### src/store_unit_defs.vh
// constants for the store address unit
`ifndef STORE_UNIT_DEFS_VH
`define STORE_UNIT_DEFS_VH
// store kinds
`define KIND_WORD        1'b0
`define KIND_HIGH_HALF   1'b1
// address register classes
`define BASE_POINTER     2'h0
`define BASE_INDEX       2'h1
`define BASE_FRAME       2'h2
// address modes
`define MODE_PLAIN       3'h0
`define MODE_POST_INC    3'h1
`define MODE_POST_DEC    3'h2
`define MODE_SHORT_OFS   3'h3
`define MODE_LONG_ADD    3'h4
`define MODE_LONG_SUB    3'h5
`define MODE_FRAME_NEG   3'h6
`define MODE_REG_INDEX   3'h7
// step sizes in bytes
`define WORD_STEP        32'h00000004
`define HALF_STEP        32'h00000002
// offset field limits in bytes
`define SHORT_OFS_MAX    17'h0003c
`define FRAME_OFS_MIN    17'h00004
`define FRAME_OFS_MAX    17'h00080
`define LONG_OFS_MAX     17'h1fffc
// upper half of a data register
`define UPPER_HI         31
`define UPPER_LO         16
`endif
### src/circ_wrap.v
// circular buffer wrap for an updated index register
`timescale 1ns/1ps
module circ_wrap #(
  parameter AW = 32
) (
  input  wire [AW-1:0] index_old,
  input  wire [AW-1:0] step,
  input  wire          step_down,
  input  wire [AW-1:0] length,
  input  wire [AW-1:0] base,
  output reg  [AW-1:0] index_new
);
  reg [AW-1:0] raw;
  // length zero gives linear addressing; otherwise fold into the buffer
  always @* begin
    raw = step_down ? index_old - step : index_old + step;
    index_new = raw;
    if (length != {AW{1'b0}}) begin
      if (!step_down && raw >= base + length)
        index_new = raw - length;
      else if (step_down && raw < base)
        index_new = raw + length;
    end
  end
endmodule // circ_wrap

### src/store_address_unit.v
// store path: address forming, alignment check and pointer update
// Notes on behaviour
// - word store writes whole data register
// - word address must be multiple of four
// - word post-modify steps pointer by four
// - short offset zero to sixty, multiple four
// - long offset up to 131068, add or subtract
// - frame form subtracts four to 128
// - long offset forms are 32-bit encodings
// - 32-bit encodings refuse parallel issue
// - base may be pointer, index, frame
// - store then add second register to first
// - same register twice: store, no update
// - index updates wrap through length register
// - index, length, base left uninitialised
// - high-half store writes upper sixteen bits
// - high-half address must be even
// - high-half index post-modify by two
`timescale 1ns/1ps
`include "store_unit_defs.vh"
module store_address_unit #(
  parameter AW = 32,
  parameter DW = 32
) (
  input  wire          clk_sys,
  input  wire          rst,
  input  wire          issue,
  input  wire          kind,
  input  wire [2:0]    mode,
  input  wire [1:0]    base_class,
  input  wire          same_pointer,
  input  wire          parallel_req,
  input  wire [DW-1:0] store_data,
  input  wire [AW-1:0] base_value,
  input  wire [AW-1:0] index_step,
  input  wire [16:0]   offset,
  input  wire [AW-1:0] circ_length,
  input  wire [AW-1:0] circ_base,
  output reg           mem_write,
  output reg  [AW-1:0] mem_addr,
  output reg  [DW-1:0] mem_data,
  output reg  [3:0]    mem_byte_en,
  output reg           misaligned,
  output reg           bad_form,
  output reg           parallel_refused,
  output reg           long_encoding,
  output reg           base_write,
  output reg  [AW-1:0] base_next
);
  reg [AW-1:0] next_addr;
  reg          long_form;
  reg          form_ok;
  reg          align_ok;
  reg          updates;
  reg          step_down;
  reg [AW-1:0] step;
  wire [AW-1:0] wrapped;
  wire [AW-1:0] ofs_ext;

  assign ofs_ext = {{(AW-17){1'b0}}, offset};

  // index forms wrap through their length register; no reset values
  // are applied to length or base since software owns them
  circ_wrap #(.AW(AW)) u_wrap (
    .index_old (base_value),
    .step      (step),
    .step_down (step_down),
    .length    (circ_length),
    .base      (circ_base),
    .index_new (wrapped)
  );

  // decode the form: address, legality and post-modify
  always @* begin
    next_addr = base_value;
    long_form = 1'b0;
    form_ok   = 1'b1;
    updates   = 1'b0;
    step_down = 1'b0;
    step      = (kind == `KIND_WORD) ? `WORD_STEP : `HALF_STEP;
    case (mode)
      `MODE_PLAIN: begin
        next_addr = base_value;
      end
      `MODE_POST_INC: begin
        updates = 1'b1;
      end
      `MODE_POST_DEC: begin
        updates   = 1'b1;
        step_down = 1'b1;
      end
      `MODE_SHORT_OFS: begin
        next_addr = base_value + ofs_ext;
        form_ok = (offset <= `SHORT_OFS_MAX) && (offset[1:0] == 2'h0);
      end
      `MODE_LONG_ADD: begin
        next_addr = base_value + ofs_ext;
        long_form = 1'b1;
        form_ok   = offset[1:0] == 2'h0;
      end
      `MODE_LONG_SUB: begin
        next_addr = base_value - ofs_ext;
        long_form = 1'b1;
        form_ok   = offset[1:0] == 2'h0;
      end
      `MODE_FRAME_NEG: begin
        next_addr = base_value - ofs_ext;
        form_ok = (base_class == `BASE_FRAME) &&
                  (offset >= `FRAME_OFS_MIN) &&
                  (offset <= `FRAME_OFS_MAX) &&
                  (offset[1:0] == 2'h0);
      end
      `MODE_REG_INDEX: begin
        step    = index_step;
        updates = !same_pointer;
      end
      default: begin
        form_ok = 1'b0;
      end
    endcase
    // offset forms are word-only; high-half takes index or pointer only
    if (kind == `KIND_HIGH_HALF) begin
      if (mode != `MODE_PLAIN && mode != `MODE_POST_INC &&
          mode != `MODE_POST_DEC && mode != `MODE_REG_INDEX)
        form_ok = 1'b0;
      if (base_class == `BASE_FRAME)
        form_ok = 1'b0;
      if ((mode == `MODE_POST_INC || mode == `MODE_POST_DEC) &&
          base_class != `BASE_INDEX)
        form_ok = 1'b0;
    end
    if (mode == `MODE_REG_INDEX && base_class == `BASE_FRAME)
      form_ok = 1'b0;
    if (base_class == 2'h3)
      form_ok = 1'b0;
    align_ok = (kind == `KIND_WORD) ? (next_addr[1:0] == 2'h0)
                                    : (next_addr[0] == 1'b0);
  end

  // next values of every output, and the pieces they are built from
  reg          next_mem_write;
  reg          next_misaligned;
  reg          next_bad_form;
  reg          next_parallel_refused;
  reg          next_long_encoding;
  reg          next_base_write;
  reg [AW-1:0] next_base_next;
  reg [AW-1:0] next_mem_addr;
  reg [DW-1:0] next_mem_data;
  reg [3:0]    next_mem_byte_en;
  reg [DW-1:0] lane_data;
  reg [3:0]    lane_byte_en;
  reg [AW-1:0] linear_next;
  reg [AW-1:0] update_value;
  wire         word_kind;
  wire [15:0]  upper_half;

  assign word_kind  = (kind == `KIND_WORD);
  assign upper_half = store_data[`UPPER_HI:`UPPER_LO];

  // exactly one answer per taken request, in priority order: a bad form
  // hides a parallel clash, which in turn hides a misalignment
  always @* begin
    next_mem_write        = 1'b0;
    next_misaligned       = 1'b0;
    next_bad_form         = 1'b0;
    next_parallel_refused = 1'b0;
    if (issue) begin
      if (!form_ok) begin
        next_bad_form = 1'b1;
      end else if (long_form && parallel_req) begin
        next_parallel_refused = 1'b1;
      end else if (!align_ok) begin
        next_misaligned = 1'b1;
      end else begin
        next_mem_write = 1'b1;
      end
    end
  end

  // word stores fill every lane; a half store repeats the upper half on
  // both halves so the memory finds it whichever lane the address hits
  always @* begin
    if (word_kind) begin
      lane_data    = store_data;
      lane_byte_en = 4'hf;
    end else begin
      lane_data = {2{upper_half}};
      if (next_addr[1])
        lane_byte_en = 4'hc;
      else
        lane_byte_en = 4'h3;
    end
  end

  // pointer and frame registers step linearly; only index registers
  // see the wrap, so a stale length cannot disturb a pointer walk
  always @* begin
    if (step_down)
      linear_next = base_value - step;
    else
      linear_next = base_value + step;
  end

  // the update starts from the value used as the store address
  always @* begin
    if (base_class == `BASE_INDEX)
      update_value = wrapped;
    else
      update_value = linear_next;
  end

  // write-back only follows a store that really happened
  always @* begin
    next_base_write = next_mem_write && updates;
    next_base_next  = base_next;
    if (next_base_write)
      next_base_next = update_value;
  end

  // address held between stores so the memory may sample it late
  always @* begin
    next_mem_addr = mem_addr;
    if (next_mem_write)
      next_mem_addr = next_addr;
  end

  // data and lane enables keep the last store's values between stores
  always @* begin
    next_mem_data    = mem_data;
    next_mem_byte_en = mem_byte_en;
    if (next_mem_write) begin
      next_mem_data    = lane_data;
      next_mem_byte_en = lane_byte_en;
    end
  end

  // encoding length follows every taken request, even a refused one
  always @* begin
    next_long_encoding = long_encoding;
    if (issue)
      next_long_encoding = long_form;
  end

  // store strobe, one cycle per store; no arithmetic flag path exists
  // here and no privilege check, so every mode may store
  always @(posedge clk_sys) begin
    if (rst) begin
      mem_write <= 1'b0;
    end else begin
      mem_write <= next_mem_write;
    end
  end

  // misaligned exception pulse; the store itself is dropped
  always @(posedge clk_sys) begin
    if (rst) begin
      misaligned <= 1'b0;
    end else begin
      misaligned <= next_misaligned;
    end
  end

  // illegal combination pulse, nothing written and nothing updated
  always @(posedge clk_sys) begin
    if (rst) begin
      bad_form <= 1'b0;
    end else begin
      bad_form <= next_bad_form;
    end
  end

  // refusal pulse for a long encoding paired with another instruction
  always @(posedge clk_sys) begin
    if (rst) begin
      parallel_refused <= 1'b0;
    end else begin
      parallel_refused <= next_parallel_refused;
    end
  end

  // level telling which encoding length was last taken
  always @(posedge clk_sys) begin
    if (rst) begin
      long_encoding <= 1'b0;
    end else begin
      long_encoding <= next_long_encoding;
    end
  end

  // effective address register
  always @(posedge clk_sys) begin
    if (rst) begin
      mem_addr <= {AW{1'b0}};
    end else begin
      mem_addr <= next_mem_addr;
    end
  end

  // store data register
  always @(posedge clk_sys) begin
    if (rst) begin
      mem_data <= {DW{1'b0}};
    end else begin
      mem_data <= next_mem_data;
    end
  end

  // lane enable register
  always @(posedge clk_sys) begin
    if (rst) begin
      mem_byte_en <= 4'h0;
    end else begin
      mem_byte_en <= next_mem_byte_en;
    end
  end

  // write-back strobe toward the address register file
  always @(posedge clk_sys) begin
    if (rst) begin
      base_write <= 1'b0;
    end else begin
      base_write <= next_base_write;
    end
  end

  // updated address register value, valid while base_write is high
  always @(posedge clk_sys) begin
    if (rst) begin
      base_next <= {AW{1'b0}};
    end else begin
      base_next <= next_base_next;
    end
  end
endmodule // store_address_unit

### config.mk
export PLATFORM = sky130hd
export DESIGN_NAME = store_address_unit
export DESIGN_NICKNAME = d
export VERILOG_FILES = /design/src/circ_wrap.v /design/src/store_address_unit.v
export VERILOG_INCLUDE_DIRS = /design/src
export SDC_FILE = /design/constraint.sdc
export NUM_CORES = 1
export LEC_CHECK = 0
export BUFFER_PORTS_ARGS = -buffer_cell sky130_fd_sc_hd__buf_2
export CORE_MARGIN = 2
export CORE_UTILIZATION = 40
export CTS_BUF_LIST = sky130_fd_sc_hd__clkbuf_8
export CTS_CLUSTER_DIAMETER = 80
export DETAILED_ROUTE_END_ITERATION = 12
export GPL_TIMING_DRIVEN = 0
export PLACE_DENSITY = 0.58
export SLEW_MARGIN = 10
export SYNTH_ARGS = -nofsm -noshare
export SYNTH_HDL_FRONTEND = slang
export SYNTH_HIERARCHICAL = 1
export SYNTH_SLANG_ARGS = --single-unit
### constraint.sdc
create_clock -name clk_sys -period 17.4 [get_ports clk_sys]
set_input_delay 0.87 -clock clk_sys [delete_from_list [all_inputs] [get_ports clk_sys]]
set_output_delay 0.87 -clock clk_sys [all_outputs]
set_load 0.01 [all_outputs]
# [After elaboration in Yosys (flattened, before gate mapping)]
# Index checks and enable logic that the tools add are counted.
[totals] word_cells=95 latchBits=0 reg_bits=106 out_inout_bits=106 in_bits=188 mem_count=0 ram_bits=0 rom_bits=0
[op_classes] n_reduce_logical=27 shifts=0 n_bitwise=3 n_addsub=7 eq_ne=14 mul=0 muxes=29 div=0 order_cmp=5
[ops] op="two-way mux 32 bit" count=6
[ops] op="adder 32 bit" count=3
[ops] op="case mux 32 bit (2 select lines)" count=1
[ops] op="subtractor 32 bit" count=2
[ops] op="adder 32 x 17 -> 32 bit" count=1
[ops] op=">= comparator 32 bit" count=1
[ops] op="< comparator 32 bit" count=1
[ops] op="nonzero test 32 bit" count=1
[ops] op="subtractor 32 x 17 -> 32 bit" count=1
[ops] op=">= comparator 17 x 3 -> 1 bit (second input constant)" count=1
[ops] op="<= comparator 17 x 6 -> 1 bit (second input constant)" count=1
[ops] op="<= comparator 17 x 8 -> 1 bit (second input constant)" count=1
[ops] op="two-way mux 1 bit" count=16
[ops] op="two-way mux 16 bit" count=1
[ops] op="logical AND 1 bit" count=13
[ops] op="equality test 3 bit (second input constant)" count=4
[ops] op="OR reduction 2 bit" count=5
[ops] op="two-way mux 4 bit" count=2
[ops] op="equality test 3 x 2 -> 1 bit (second input constant)" count=2
[ops] op="equality test 2 bit (second input constant)" count=2
[ops] op="zero test 2 bit" count=2
[ops] op="OR reduction 4 bit" count=1
[ops] op="equality test 3 x 1 -> 1 bit (second input constant)" count=1
[ops] op="two-way mux 3 bit" count=1
[ops] op="12 further kinds" count=15

# [Logic depth before layout (Yosys ltp)]
# Gate-level depths: netlist (run 1).
[logic_depth] word_depth=14 mapped_depth=44 mapped_depth_nobuf=39

# [Hierarchy]
# The synthesis (run 1) kept the hierarchy.
[modules_own_cells] module="store_address_unit" instances=1 seq_area_each_um2=2082.0 area_each_um2=9187.6 cells_each=1249
[modules_own_cells] module="circ_wrap" instances=1 seq_area_each_um2=0.0 area_each_um2=8567.0 cells_each=1220

# [Worst setup path before layout (run 1)]
# No wires, ideal clock.
[synth_timing] path_type="input port to flip-flop" startpoint="in mode[2]" endpoint="reg base_next[9]" t_required_ps=17268 path_buffers=5 t_arrival_ps=8288 setup_time_ps=132 path_slack_ps=8979 cell_stages=40 path_cell_list="and3_1 clkbuf_1 clkbuf_1 clkbuf_1 a21boi_0 inv_1 inv_1 ha_1 nand2b_1 or4_1 nor3b_1 and3_1 clkbuf_1 a21oi_1 xnor2_1 ha_1 a21o_1 a21o_1 (+4 left out) a21o_1 a21oi_1 o21bai_1 a21oi_1 xnor2_1 ha_1 nand4_1 nor2_1 nand2_1 a2111oi_2 a211oi_1 a311o_2 and3b_4 buf_6 a221o_1 a22o_1 o2111ai_1 a21oi_1"
[synth_between] elab_cells_between_ends=56 cone_classes="add/sub (4); order compare (2); eq/ne (10); mux (22); bitwise (1); reduce/logical (17)"
[synth_lines] element="from (decl)" line_no="store_address_unit.v:29" text="input wire [2:0] mode,"
[synth_lines] element="equality test 3 bit (*)" line_no="store_address_unit.v:81" text="case (mode)"
[synth_lines] element="two-way mux 32 bit (*)" line_no="store_address_unit.v:81"
[synth_lines] element="named net step[1]" line_no="store_address_unit.v:56" text="reg [AW-1:0] step;"
[synth_lines] element="adder 32 bit / subtractor 32 bit (equally long branches)" line_no="circ_wrap.v:16" text="raw = step_down ? index_old - step : index_old + step;"
[synth_lines] element="two-way mux 32 bit (*)" line_no="circ_wrap.v:16"
[synth_lines] element="< comparator 32 bit" line_no="circ_wrap.v:21" text="else if (step_down && raw < base)"
[synth_lines] element="logical AND 1 bit" line_no="circ_wrap.v:21"
[synth_lines] element="two-way mux 32 bit" line_no="circ_wrap.v:21"
[synth_lines] element="two-way mux 32 bit" line_no="circ_wrap.v:19" text="if (!step_down && raw >= base + length)"
[synth_lines] element="two-way mux 32 bit (*)" line_no="circ_wrap.v:18" text="if (length != {AW{1'b0}}) begin"
[synth_lines] element="named net wrapped[9]" line_no="store_address_unit.v:57" text="wire [AW-1:0] wrapped;"
[synth_lines] element="two-way mux 32 bit (*)" line_no="store_address_unit.v:207" text="if (base_class == `BASE_INDEX)"
[synth_lines] element="to (signal assigned)" line_no="store_address_unit.v:330" text="base_next <= {AW{1'b0}};"
[synth_lines] element="to (signal assigned)" line_no="store_address_unit.v:332" text="base_next <= next_base_next;"
[synth_lines] element="to (decl)" line_no="store_address_unit.v:48" text="output reg [AW-1:0] base_next"
# The timed path passes the listed nets; every way through them passes the cells marked *.
# A chain may end at the register's enable or synchronous reset.

# [Final worst setup path (run 1)]
[layout_timing] startpoint="in mode[2]" endpoint="reg base_next[15]"
# The elaborated chain is that of the path after synthesis.

==> Implementation_results.wiki, run 1 <==
{| class="wikitable"
! Metric !! Value
|-
| Post-synthesis cell area || 17800 um^2
|-
| Number of buffers created by CTS || 9
|-
| Core Region || 44000 um^2
|-
| Share of the clock period used by the worst path || 64.3%
|-
| Via count of the first global-routing pass || 18900
|-
| Achievable frequency || 89.4 MHz
|-
| Post_cts resized || 0
|-
| Slowest cell on crit path || sky130_fd_sc_hd__clkbuf_1
|-
| Transition time at the pin with the least slew margin || 1.09 ns
|-
| Boundary Pins || 294
|-
| Fraction of post-synthesis cell area in the top cell type by area || 17.7%
|-
| Clock tree root driver cell || sky130_fd_sc_hd__clkbuf_8
|-
| Count of unresolved DRC violations after routing || 0
|-
| Worst-case setup slack after placement || 6.13 ns
|-
| Final nets || 3217
|-
| FFs w/ async S/R, synth || 0%
|-
| Max Clock Skew || 0 ns
|-
| CTS Buffer Depth || 2
|-
| Startpoint type of the worst setup path || primary input
|-
| Post-placement cell count || 3353
|-
| Post-CTS setup buffers || 0
|-
| Worst setup margin || 6.21 ns
|-
| Via count || 20200
|-
| Primary flip-flop cell chosen by synthesis mapping || sky130_fd_sc_hd__dfxtp_1
|-
| Part of the Yosys area used for sequential elements || 11.7%
|-
| WP data arrival || 11.56 ns
|-
| First-pass GRT wire length || 108000 um
|-
| Die Span Y || 215 um
|-
| Maximum VDD drop || 0.0000392 V
|-
| Initial core utilization || 40.3%
|-
| TritonCTS clock tree || built
|-
| Post-layout minimum cycle time || 11.19 ns
|-
| Max Transition Viols Final || 0
|-
| Number of optimization iterations in the first detailed-route pass || 7
|-
| Quantity of hold-fixing buffers added after cts || 0
|-
| Post-layout instance count excluding filler cells || 3378
|-
| Wire length reported by the detailed router || 71500 um
|-
| RSZ-0062 raised after global routing || false
|-
| Top cells by instance count after synthesis || sky130_fd_sc_hd__a21oi_1, sky130_fd_sc_hd__ha_1, sky130_fd_sc_hd__nand2_1
|-
| Number of buffer and inverter instances along the worst setup path || 10
|-
| Final HPWL DP || 60400 um
|-
| Number of clock sinks || 104
|-
| # fillers || 4704
|-
| Number of antenna violations at the first check in global routing || 11
|-
| Cell Pwr Density || 82.8 nW/um^2
|-
| Average routed wire per standard cell || 21.2 um
|-
| Cell type contributing the most total cell area after synthesis || sky130_fd_sc_hd__ha_1
|-
| Data required time of the worst path || 17.78 ns
|-
| Number of warning messages in the yosys log || 6
|-
| Crit Path Category || primary input to flop
|-
| Final hold violations || 0
|-
| CP delay by family, top || buffers and inverters
|-
| Deepest level of the CTS H-tree || 3
|-
| Tightest Hold Check Type || flop to flop
|-
| Weighted congestion reported at the end of routability-driven placement || 0.951
|-
| Avg Cell Area, Syn || 7.19 um^2
|-
| Synthesized netlist cell count || 2469
|-
| Critical Path End Type || flop
|-
| Final total negative setup slack || 0 ns
|-
| Number of enable-type register cells in the synthesized netlist || 0
|-
| Syn nets || 2914
|-
| Clock Latency Late Sink || 0.44 ns
|-
| Global-route usage over all layers || 29.8%
|-
| Worst-case hold slack || 0.460 ns
|-
| Iteration-0 DRC count of the detailed router || 1697
|-
| Distinct cell type count of the synthesized netlist || 97
|-
| Ratio of cells with drive above 1 in the final layout || 13.9%
|-
| Number of buffers inserted by port buffering || 292
|-
| Number of routed nets with antenna violations || 0
|-
| Width of the die || 215 um
|-
| Most used standard cell by instance count after synthesis || sky130_fd_sc_hd__a21oi_1
|-
| Lkg Pwr || 9.62 nW
|-
| Max capacitance violation total || 0
|-
| Remaining global-route overflow || 0
|-
| Crit Path Max Fanout || 10
|-
| Run status || finished, final reports clean
|-
| Cell repeated most along the worst path || sky130_fd_sc_hd__clkbuf_1
|-
| Main area contributors after synthesis || sky130_fd_sc_hd__ha_1, sky130_fd_sc_hd__dfxtp_1, sky130_fd_sc_hd__a21oi_1, sky130_fd_sc_hd__xnor2_1, sky130_fd_sc_hd__o21ai_0
|-
| Number of failing setup endpoints in the final timing report || 0
|-
| Seq cells post-synth || 104
|-
| Ratio of routed vias to standard cells || 5.97
|-
| CTS clock-pin slew for the worst setup and hold paths || 0.12 ns
|-
| Number of rows created at floorplan || 77
|-
| Floorplan die area || 46100 um^2
|-
| Largest net degree at the start of global routing || 23
|-
| Area growth from synthesis to final layout || 13.7%
|-
| Worst slew margin relative to its limit || 26.4%
|-
| Stage delay of the slowest cell on the critical path || 0.71 ns
|}
## cell usage in the layout (no fill, tap or decap), types with 12 or more instances in the layout
cell type and n:
sky130_fd_sc_hd__buf_2 313, sky130_fd_sc_hd__a21oi_1 254, sky130_fd_sc_hd__ha_1 251, sky130_fd_sc_hd__nand2_1 224
sky130_fd_sc_hd__nor2_1 211, sky130_fd_sc_hd__o21ai_0 169, sky130_fd_sc_hd__inv_1 153, sky130_fd_sc_hd__xnor2_1 105
sky130_fd_sc_hd__dfxtp_1 104, sky130_fd_sc_hd__a21o_1 90, sky130_fd_sc_hd__clkbuf_1 72, sky130_fd_sc_hd__xor2_1 64
sky130_fd_sc_hd__a211oi_1 55, sky130_fd_sc_hd__nor3_1 53, sky130_fd_sc_hd__nand3_1 44, sky130_fd_sc_hd__a31oi_1 37
sky130_fd_sc_hd__and2_1 36, sky130_fd_sc_hd__o21bai_1 32, sky130_fd_sc_hd__nor4_1 29, sky130_fd_sc_hd__nand4_1 28
sky130_fd_sc_hd__nor2b_1 28, sky130_fd_sc_hd__o21a_1 24, sky130_fd_sc_hd__or3_1 23, sky130_fd_sc_hd__nand2b_1 22
sky130_fd_sc_hd__mux2i_1 22, sky130_fd_sc_hd__a311oi_1 20, sky130_fd_sc_hd__o31ai_1 19, sky130_fd_sc_hd__o211ai_1 16
sky130_fd_sc_hd__a211o_1 14, sky130_fd_sc_hd__and3_1 12
## per-layer routing
layer,routed length (um),track usage (%),share of wire [%]
met1,32200,40.8,45
met2,32300,48.4,45
met3,5540,4.85,7.7
met4,1500,8.03,2.1
met5,18,0,0.025
## final timing paths
kind                        startpoint                          to  slack, ns  cells after the start
max reg2reg  mem_addr[29]$_SDFFE_PP0P_   mem_addr[29]$_SDFFE_PP0P_      16.39                      4
min reg2reg  mem_data[26]$_SDFFE_PP0P_   mem_data[26]$_SDFFE_PP0P_       0.46                      2
min          mem_data[26]$_SDFFE_PP0P_   mem_data[26]$_SDFFE_PP0P_       0.46                      2
max                            mode[2]  base_next[15]$_SDFFE_PP0P_       6.21                     42
## flip-flops by register name (all words and copies together), names as in the netlist, 2 cells and up
register	count
mem_data	32
base_next	32
mem_byte_en	2
mem_addr	32
## final cells by class
| cell class | count | area (um^2) | area share [%] |
|---|---|---|---|
| Inverter | 154 | 578 | 2.86 |
| Tap cell | 592 | 741 | 3.67 |
| Multi-Input combinational cell | 2105 | 14600 | 72.4 |
| Timing Repair Buffer | 292 | 1460 | 7.24 |
| Clock buffer | 9 | 124 | 0.613 |
| Sequential cell | 104 | 2080 | 10.3 |
| Clock inverter | 7 | 91.3 | 0.452 |
| Buffer | 106 | 465 | 2.30 |
| Antenna cell | 9 | 22.5 | 0.112 |
## where the power goes
part           leakage (nW)  total [mW]  switching, mW  internal [mW]
registers             0.841       0.249        0.00389          0.245
clock network         0.106       0.177          0.118         0.0584
logic                  8.67        1.25          0.777          0.469
total                  9.62        1.67          0.900          0.772
## cell families after synthesis
kind of cell / count (synthesis) / share of synthesized area [%]
compound gates: 882 / 32.9
simple gates: 770 / 21.2
buf+inv: 260 / 5.88
fa+ha+maj: 258 / 18.4
xor+xnor: 170 / 8.43
flops: 104 / 11.7
mux: 25 / 1.43
## through the flow
step           power (mW)  util, %  instance area (um^2)
4_1_cts              1.65     45.8                 20200
2_1_floorplan        1.13        -                 17800
3_3_place_gp         1.46     45.3                 20000
3_5_place_dp         1.47     45.3                 20000
5_1_grt              1.81     45.9                 20200
6_report             1.67     45.9                 20200
## worst reg2reg max path: stages, from the launching register on
cell                       delay [ns]
sky130_fd_sc_hd__dfxtp_1         0.36
sky130_fd_sc_hd__nor2_1          0.05
sky130_fd_sc_hd__a211oi_1        0.29
sky130_fd_sc_hd__nand2b_1        0.10
sky130_fd_sc_hd__o21ai_0         0.15
Note: power is estimated with default switching activity, not from simulation.
==> inputs of run 2 (changes only) <==
ABC_AREA = 1   (was not set)
PLACE_DENSITY = 0.59   (was 0.58)
clock period = 9.2 ns   (was 17.4 ns; I/O delays follow)
==> Implementation_results.wiki, run 2 <==
{| class="wikitable"
! Metric !! Value
|-
| TritonCTS clock tree || built
|-
| Leading cell type in the layout, fill and taps excluded || sky130_fd_sc_hd__nand2_1
|-
| Boundary Pins || 294 (unchanged)
|-
| Crit Path Category || primary input to flop
|-
| Ratio of routed vias to standard cells || 5.39 (-9.7%)
|-
| Average routed wire per standard cell || 18.8 um (-11%)
|-
| Distinct cell type count of the synthesized netlist || 64 (-34%)
|-
| Core Region || 51100 um^2 (+16%)
|-
| Die Span Y || 231 um (+7.4%)
|-
| Seq cells post-synth || 104 (unchanged)
|-
| Achievable frequency || 119 MHz
|-
| Post-synthesis cell area || 20600 um^2 (+16%)
|-
| Count of unresolved DRC violations after routing || 0 (unchanged)
|-
| Ratio of cells with drive above 1 in the final layout || 11.5% (-2.4 points)
|-
| Final HPWL DP || 74200 um (+23%)
|-
| Worst slew margin relative to its limit || 20.3% (-6.1 points)
|-
| Post-layout instance count excluding filler cells || 4555 (+35%)
|-
| Post-layout minimum cycle time || 8.39 ns
|-
| Number of failing setup endpoints in the final timing report || 0 (unchanged)
|-
| Max capacitance violation total || 0 (unchanged)
|-
| Cells on worst reg2reg path || 3 (-1)
|-
| Synthesized netlist cell count || 3565 (+44%)
|-
| Final nets || 4314 (+34%)
|-
| Max Clock Skew || 0 ns (unchanged)
|-
| Number of routed nets with antenna violations || 0 (unchanged)
|-
| Max Transition Viols Final || 0 (unchanged)
|-
| Initial core utilization || 40.2% (-0.10 points)
|-
| Main area contributors after synthesis || sky130_fd_sc_hd__nand2_1, sky130_fd_sc_hd__ha_1, sky130_fd_sc_hd__dfxtp_1, sky130_fd_sc_hd__inv_1, sky130_fd_sc_hd__a21oi_1
|-
| Part of the Yosys area used for sequential elements || 10.1% (-1.6 points)
|-
| Post-placement cell count || 4536 (+35%)
|-
| Number of antenna violations at the first check in global routing || 1 (-10)
|-
| Maximum VDD drop || 0.0000921 V (+140%)
|-
| Iteration-0 DRC count of the detailed router || 2558 (+51%)
|-
| Worst setup margin || 0.812 ns (-5.40 ns)
|-
| Transition time at the pin with the least slew margin || 1.18 ns (+0.0945 ns)
|-
| Share of the clock period used by the worst path || 91.2%
|-
| Lkg Pwr || 12.2 nW (+27%)
|-
| Number of rows created at floorplan || 83 (+7.8%)
|-
| FFs w/ async S/R, synth || 0% (unchanged)
|-
| Worst hold path depth || 2 (unchanged)
|-
| WP data arrival || 8.74 ns (-2.82 ns)
|-
| Avg Cell Area, Syn || 5.76 um^2 (-20%)
|-
| Number of clock sinks || 104 (unchanged)
|-
| Via count of the first global-routing pass || 22800 (+21%)
|-
| CTS clock-pin slew for the worst setup and hold paths || 0.12 ns (about the same)
|-
| Clock Latency Late Sink || 0.43 ns (about the same)
|-
| Top cells by instance count after synthesis || sky130_fd_sc_hd__nand2_1, sky130_fd_sc_hd__inv_1, sky130_fd_sc_hd__nor2_1
|-
| Cell type contributing the most total cell area after synthesis || sky130_fd_sc_hd__nand2_1
|-
| Cell area after layout || 23100 um^2 (+15%)
|-
| Startpoint type of the worst setup path || primary input
|-
| Syn nets || 4010 (+38%)
|-
| Global-route usage over all layers || 31.4% (+1.6 points)
|-
| Deepest level of the CTS H-tree || 3 (unchanged)
|-
| Final hold violations || 0 (unchanged)
|-
| Crit Path Max Fanout || 10 (unchanged)
|-
| First-pass GRT wire length || 130000 um (+21%)
|-
| Tightest Hold Check Type || primary input to flop
|-
| CTS Buffer Depth || 2 (unchanged)
|-
| Weighted congestion reported at the end of routability-driven placement || 1.03 (+8.5%)
|-
| Top library cells by usage in the layout, fill and taps aside || sky130_fd_sc_hd__nand2_1, sky130_fd_sc_hd__inv_1, sky130_fd_sc_hd__nor2_1, sky130_fd_sc_hd__a21oi_1, sky130_fd_sc_hd__buf_2
|-
| Critical Path End Type || flop
|-
| Floorplan die area || 53200 um^2 (+15%)
|-
| RSZ-0062 raised after global routing || false
|-
| Slowest cell on crit path || sky130_fd_sc_hd__inv_1
|-
| Largest net degree at the start of global routing || 24 (+4.3%)
|-
| Most used standard cell by instance count after synthesis || sky130_fd_sc_hd__nand2_1
|-
| Run status || finished, final reports clean
|-
| Wire length reported by the detailed router || 85700 um (+20%)
|-
| Via count || 24500 (+22%)
|-
| Number of optimization iterations in the first detailed-route pass || 6 (-1)
|-
| Primary flip-flop cell chosen by synthesis mapping || sky130_fd_sc_hd__dfxtp_1
|-
| Number of buffers inserted by port buffering || 291 (-0.34%)
|-
| Number of enable-type register cells in the synthesized netlist || 0 (unchanged)
|-
| Remaining global-route overflow || 0 (unchanged)
|-
| Width of the die || 231 um (+7.4%)
|-
| Stage delay of the slowest cell on the critical path || 0.49 ns (-0.22 ns)
|-
| Number of warning messages in the yosys log || 6 (unchanged)
|-
| Data required time of the worst path || 9.56 ns (-8.22 ns)
|-
| Cell Pwr Density || 157 nW/um^2 (+90%)
|-
| Number of buffers created by CTS || 9 (unchanged)
|-
| Leading registers by flop count || base_next (32), mem_addr (32), mem_data (32)
|-
| Fraction of post-synthesis cell area in the top cell type by area || 16.0% (-1.7 points)
|-
| Cell repeated most along the worst path || sky130_fd_sc_hd__nand2_1
|-
| Final total negative setup slack || 0 ns (unchanged)
|-
| Area after DPL || 22900 um^2 (+15%)
|-
| Area growth from synthesis to final layout || 12.5%
|-
| Clock tree root driver cell || sky130_fd_sc_hd__clkbuf_8
|-
| Worst-case setup slack after placement || -0.0647 ns (-6.20 ns)
|}
[run 2: stage by stage]
| stage | util [%] | power [mW] | hold slack (ns) |
|---|---|---|---|
| floorplan | - | 2.41 | 0.475 |
| global placement | 44.7 | 3.22 | 0.442 |
| detailed placement | 44.7 | 3.23 | 0.445 |
| CTS | 45.2 | 3.57 | 0.233 |
| global route | 45.3 | 3.98 | 0.271 |
| finish | 45.3 | 3.63 | 0.272 |
[run 2: where the power goes]
group | internal (mW) | total (mW) | switching, mW
registers | 0.468 | 0.479 | 0.0106
logic | 0.913 | 2.82 | 1.90
clock network | 0.116 | 0.337 | 0.221
[run 2: area by class of cell]
class | instances | area (um^2)
Inverter | 515 | 1930
Multi-Input combinational cell | 2849 | 16100
Clock buffer | 9 | 124
Clock inverter | 7 | 93.8
Antenna cell | 1 | 2.50
Buffer | 97 | 487
Tap cell | 680 | 851
Timing Repair Buffer | 293 | 1470
Sequential cell | 104 | 2080
Fill cell | 5867 | 28000
[run 2: cells by family (layout without fill, tap and decap cells)]
family | Yosys count | in the layout | synth area share (%)
simple gates | 1677 | 1677 | 34.9
compound gates | 745 | 745 | 20.1
buf+inv | 612 | 921 | 11.8
fa+ha+maj | 257 | 257 | 15.9
xor+xnor | 169 | 169 | 7.20
flops | 104 | 104 | 10.1
mux | 1 | 1 | 0.0487
other cells | 0 | 1 | 0
[run 2: timing repair]
| item | CTS | global route |
|---|---|---|
| buffers inserted | 0 | 2 |
| endpoints found under the setup margin | 0 | 31 |
| hold buffers | 0 | 0 |
| resized for setup | 0 | 5 |
[run 2: final timing paths]
path                                                 start                          to  slack [ns]
worst max-delay path                               mode[1]  base_next[31]$_SDFFE_PP0P_        0.81
worst min-delay path                                 issue  long_encoding$_SDFFE_PP0P_        0.27
worst min register to register    mem_addr[2]$_SDFFE_PP0P_    mem_addr[2]$_SDFFE_PP0P_        0.46
worst max register to register  base_next[20]$_SDFFE_PP0P_  base_next[20]$_SDFFE_PP0P_        8.38
[run 2: worst max-delay path, delay by kind of cell]
| family | cells | cell delay, ns |
|---|---|---|
| xor+xnor | 1 | 0.13 |
| buf+inv | 8 | 1.82 |
| fa+ha+maj | 2 | 0.79 |
| compound gates | 6 | 1.21 |
| simple gates | 27 | 4.30 |
[run 2: metal layers]
metal / up-vias / track usage (%) / share of wire (%)
li1: 12300 / - / -
met1: 11100 / 40.8 / 43
met2: 980 / 52.8 / 46
met3: 149 / 3.75 / 7.0
met4: 0 / 12.2 / 4.0
met5: - / 0 / 0
==> inputs of run 3 (changes only) <==
--- a/config.mk
+++ b/config.mk
@@ -9,2 +9,3 @@
 export ABC_AREA = 1
+export ABC_CLOCK_PERIOD_IN_PS = 9200
 export BUFFER_PORTS_ARGS = -buffer_cell sky130_fd_sc_hd__buf_2
==> constraint.sdc (replaced) <==
create_clock -name clk_sys -period 9.2 [get_ports clk_sys]
set_input_delay 2.3 -clock clk_sys [delete_from_list [all_inputs] [get_ports clk_sys]]
set_output_delay 2.3 -clock clk_sys [all_outputs]
set_load 0.01 [all_outputs]
==> Implementation_results.wiki, run 3 (synthesis gave the netlist of run 2 again) <==
{| class="wikitable"
! Metric !! Value
|-
| Ratio of cells with drive above 1 in the final layout || 12.8% (+1.3 points)
|-
| Leading cell type in the layout, fill and taps excluded || sky130_fd_sc_hd__nand2_1
|-
| CP delay by family, top || simple AND/OR/NAND/NOR gates
|-
| Boundary Pins || 294 (unchanged)
|-
| Global-route usage over all layers || 31.4% (about the same)
|-
| Max capacitance violation total || 0 (unchanged)
|-
| Number of buffer and inverter instances along the worst setup path || 8 (unchanged)
|-
| Total Power Consumption || 3.69 mW (+1.7%)
|-
| Core Region || 51100 um^2 (unchanged)
|-
| Number of failing setup endpoints in the final timing report || 0 (unchanged)
|-
| Run status || finished, final reports clean
|-
| Remaining global-route overflow || 0 (unchanged)
|-
| Number of antenna violations at the first check in global routing || 0 (-1)
|-
| Number of buffers inserted by port buffering || 291 (unchanged)
|-
| Grt met3 use || 3.75% (unchanged)
|-
| Number of diodes || 0 (-1)
|-
| Stage delay of the slowest cell on the critical path || 0.48 ns (about the same)
|-
| Transition time at the pin with the least slew margin || 1.20 ns (+0.0156 ns)
|-
| Iteration-0 DRC count of the detailed router || 2458 (-3.9%)
|-
| Final total negative setup slack || 0 ns (unchanged)
|-
| Number of routed nets with antenna violations || 0 (unchanged)
|-
| Lkg Pwr || 12.4 nW (+1.2%)
|-
| Leading registers by flop count || base_next (32), mem_addr (32), mem_data (32)
|-
| Max Clock Skew || 0 ns (unchanged)
|-
| Critical Path End Type || flop
|-
| Data required time of the worst path || 9.56 ns (about the same)
|-
| Share of the clock period used by the worst path || 96.0% (+4.8 points)
|-
| Area growth from synthesis to final layout || 14.3%
|-
| Number of buffers created by CTS || 9 (unchanged)
|-
| Slowest cell on crit path || sky130_fd_sc_hd__xnor2_2
|-
| Tightest Hold Check Type || flop to flop
|-
| GR Layer Usage met1 || 40.9% (about the same)
|-
| Final hold violations || 0 (unchanged)
|-
| Wire length reported by the detailed router || 86000 um (+0.31%)
|-
| Count of unresolved DRC violations after routing || 0 (unchanged)
|-
| CTS clock-pin slew for the worst setup and hold paths || 0.12 ns (about the same)
|-
| WP data arrival || 9.19 ns (+0.45 ns)
|-
| TritonCTS clock tree || built
|-
| CTS Buffer Depth || 2 (unchanged)
|-
| Achievable frequency || 113 MHz (-5.0%)
|-
| Via count || 24600 (+0.30%)
|-
| Maximum VDD drop || 0.0000922 V (about the same)
|-
| Top library cells by usage in the layout, fill and taps aside || sky130_fd_sc_hd__nand2_1, sky130_fd_sc_hd__inv_1, sky130_fd_sc_hd__nor2_1, sky130_fd_sc_hd__a21oi_1, sky130_fd_sc_hd__buf_2
|-
| Number of clock sinks || 104 (unchanged)
|-
| Layout Utilization || 46.0% (+0.71 points)
|-
| Number of rows created at floorplan || 83 (unchanged)
|-
| Average routed wire per standard cell || 18.8 um (about the same)
|-
| Most congested layer reported by global routing || met2
|-
| Ratio of routed vias to standard cells || 5.39 (about the same)
|-
| Via count of the first global-routing pass || 22800 (+0.044%)
|-
| Clock tree root driver cell || sky130_fd_sc_hd__clkbuf_8
|-
| Width of the die || 231 um (unchanged)
|-
| Startpoint type of the worst setup path || primary input
|-
| Max Transition Viols Final || 0 (unchanged)
|-
| Worst slew margin relative to its limit || 19.3% (-1.0 points)
|-
| Met2 global-route usage || 52.8% (about the same)
|-
| Largest net degree at the start of global routing || 24 (unchanged)
|-
| Die Span Y || 231 um (unchanged)
|-
| Cell Pwr Density || 157 nW/um^2 (about the same)
|-
| First-pass GRT wire length || 130000 um (about the same)
|-
| Quantity of hold-fixing buffers added after cts || 0 (unchanged)
|-
| Final HPWL DP || 74200 um (unchanged)
|-
| Weighted congestion reported at the end of routability-driven placement || 1.03 (unchanged)
|-
| Number of optimization iterations in the first detailed-route pass || 6 (unchanged)
|-
| Final nets || 4328 (+0.32%)
|-
| Crit Path Category || primary input to flop
|-
| Initial core utilization || 40.2% (unchanged)
|-
| Clock Latency Late Sink || 0.43 ns (about the same)
|-
| Crit Path Max Fanout || 19 (+9)
|-
| Deepest level of the CTS H-tree || 3 (unchanged)
|-
| Post-layout minimum cycle time || 8.83 ns (+0.442 ns)
|-
| Floorplan die area || 53200 um^2 (unchanged)
|}
[run 3: power breakdown]
part	switching, mW	internal (mW)
clock network	0.222	0.116
logic	1.93	0.950
registers	0.0107	0.468
total	2.16	1.53
[run 3: through the flow]
step           area (um^2)  cells  hold WS [ns]  setup slack (ns)
4_1_cts              23200   4551         0.462           0.00127
3_3_place_gp         22900   4536         0.442             -1.93
3_5_place_dp         22900   4536         0.445             -1.90
5_1_grt              23500   4568         0.470           -0.0239
6_report             23500   4568         0.458             0.370
2_1_floorplan        20600   3565         0.475              1.13
[run 3: what timing repair did]
item / CTS / global route
buffers inserted: 1 / 17
pin swaps: 1 / 10
gates resized for setup: 20 / 62
endpoints found under the setup margin: 32 / 32
[run 3: metal layers]
metal	vias up	wire length, um
met3	170	6100
met1	11200	37200
met5	-	0
met4	0	3710
met2	973	39000
li1	12300	-
[run 3: worst paths after layout]
kind	slack, ns	startpoint	depth (start not counted)	to
worst max-delay path	0.37	mode[0]	41	base_next[31]$_SDFFE_PP0P_
worst min-delay path	0.46	mem_addr[2]$_SDFFE_PP0P_	2	mem_addr[2]$_SDFFE_PP0P_
worst max register to register	8.39	base_next[20]$_SDFFE_PP0P_	3	base_next[20]$_SDFFE_PP0P_
worst min register to register	0.46	mem_addr[2]$_SDFFE_PP0P_	2	mem_addr[2]$_SDFFE_PP0P_
[run 3: worst register-to-register path: cells and delay by family, from the launching register on]
| kind | cells | cell delay, ns |
|---|---|---|
| AND/OR/NAND/NOR | 1 | 0.14 |
| flip-flops | 1 | 0.44 |
| buffers and inverters | 1 | 0.06 |
| AO/OA/AOI/OAI | 1 | 0.13 |
[run 3: cell type report]
| type | count | area [um^2] |
|---|---|---|
| plain buffers | 95 | 513 |
| clock buffers | 9 | 124 |
| clock inverters | 7 | 93.8 |
| fillers | 5825 | 27600 |
| inverters | 515 | 1940 |
| multi-input cells | 2849 | 16300 |
| flip-flops and latches | 104 | 2080 |
| well taps | 680 | 851 |
| repair buffers | 309 | 1590 |
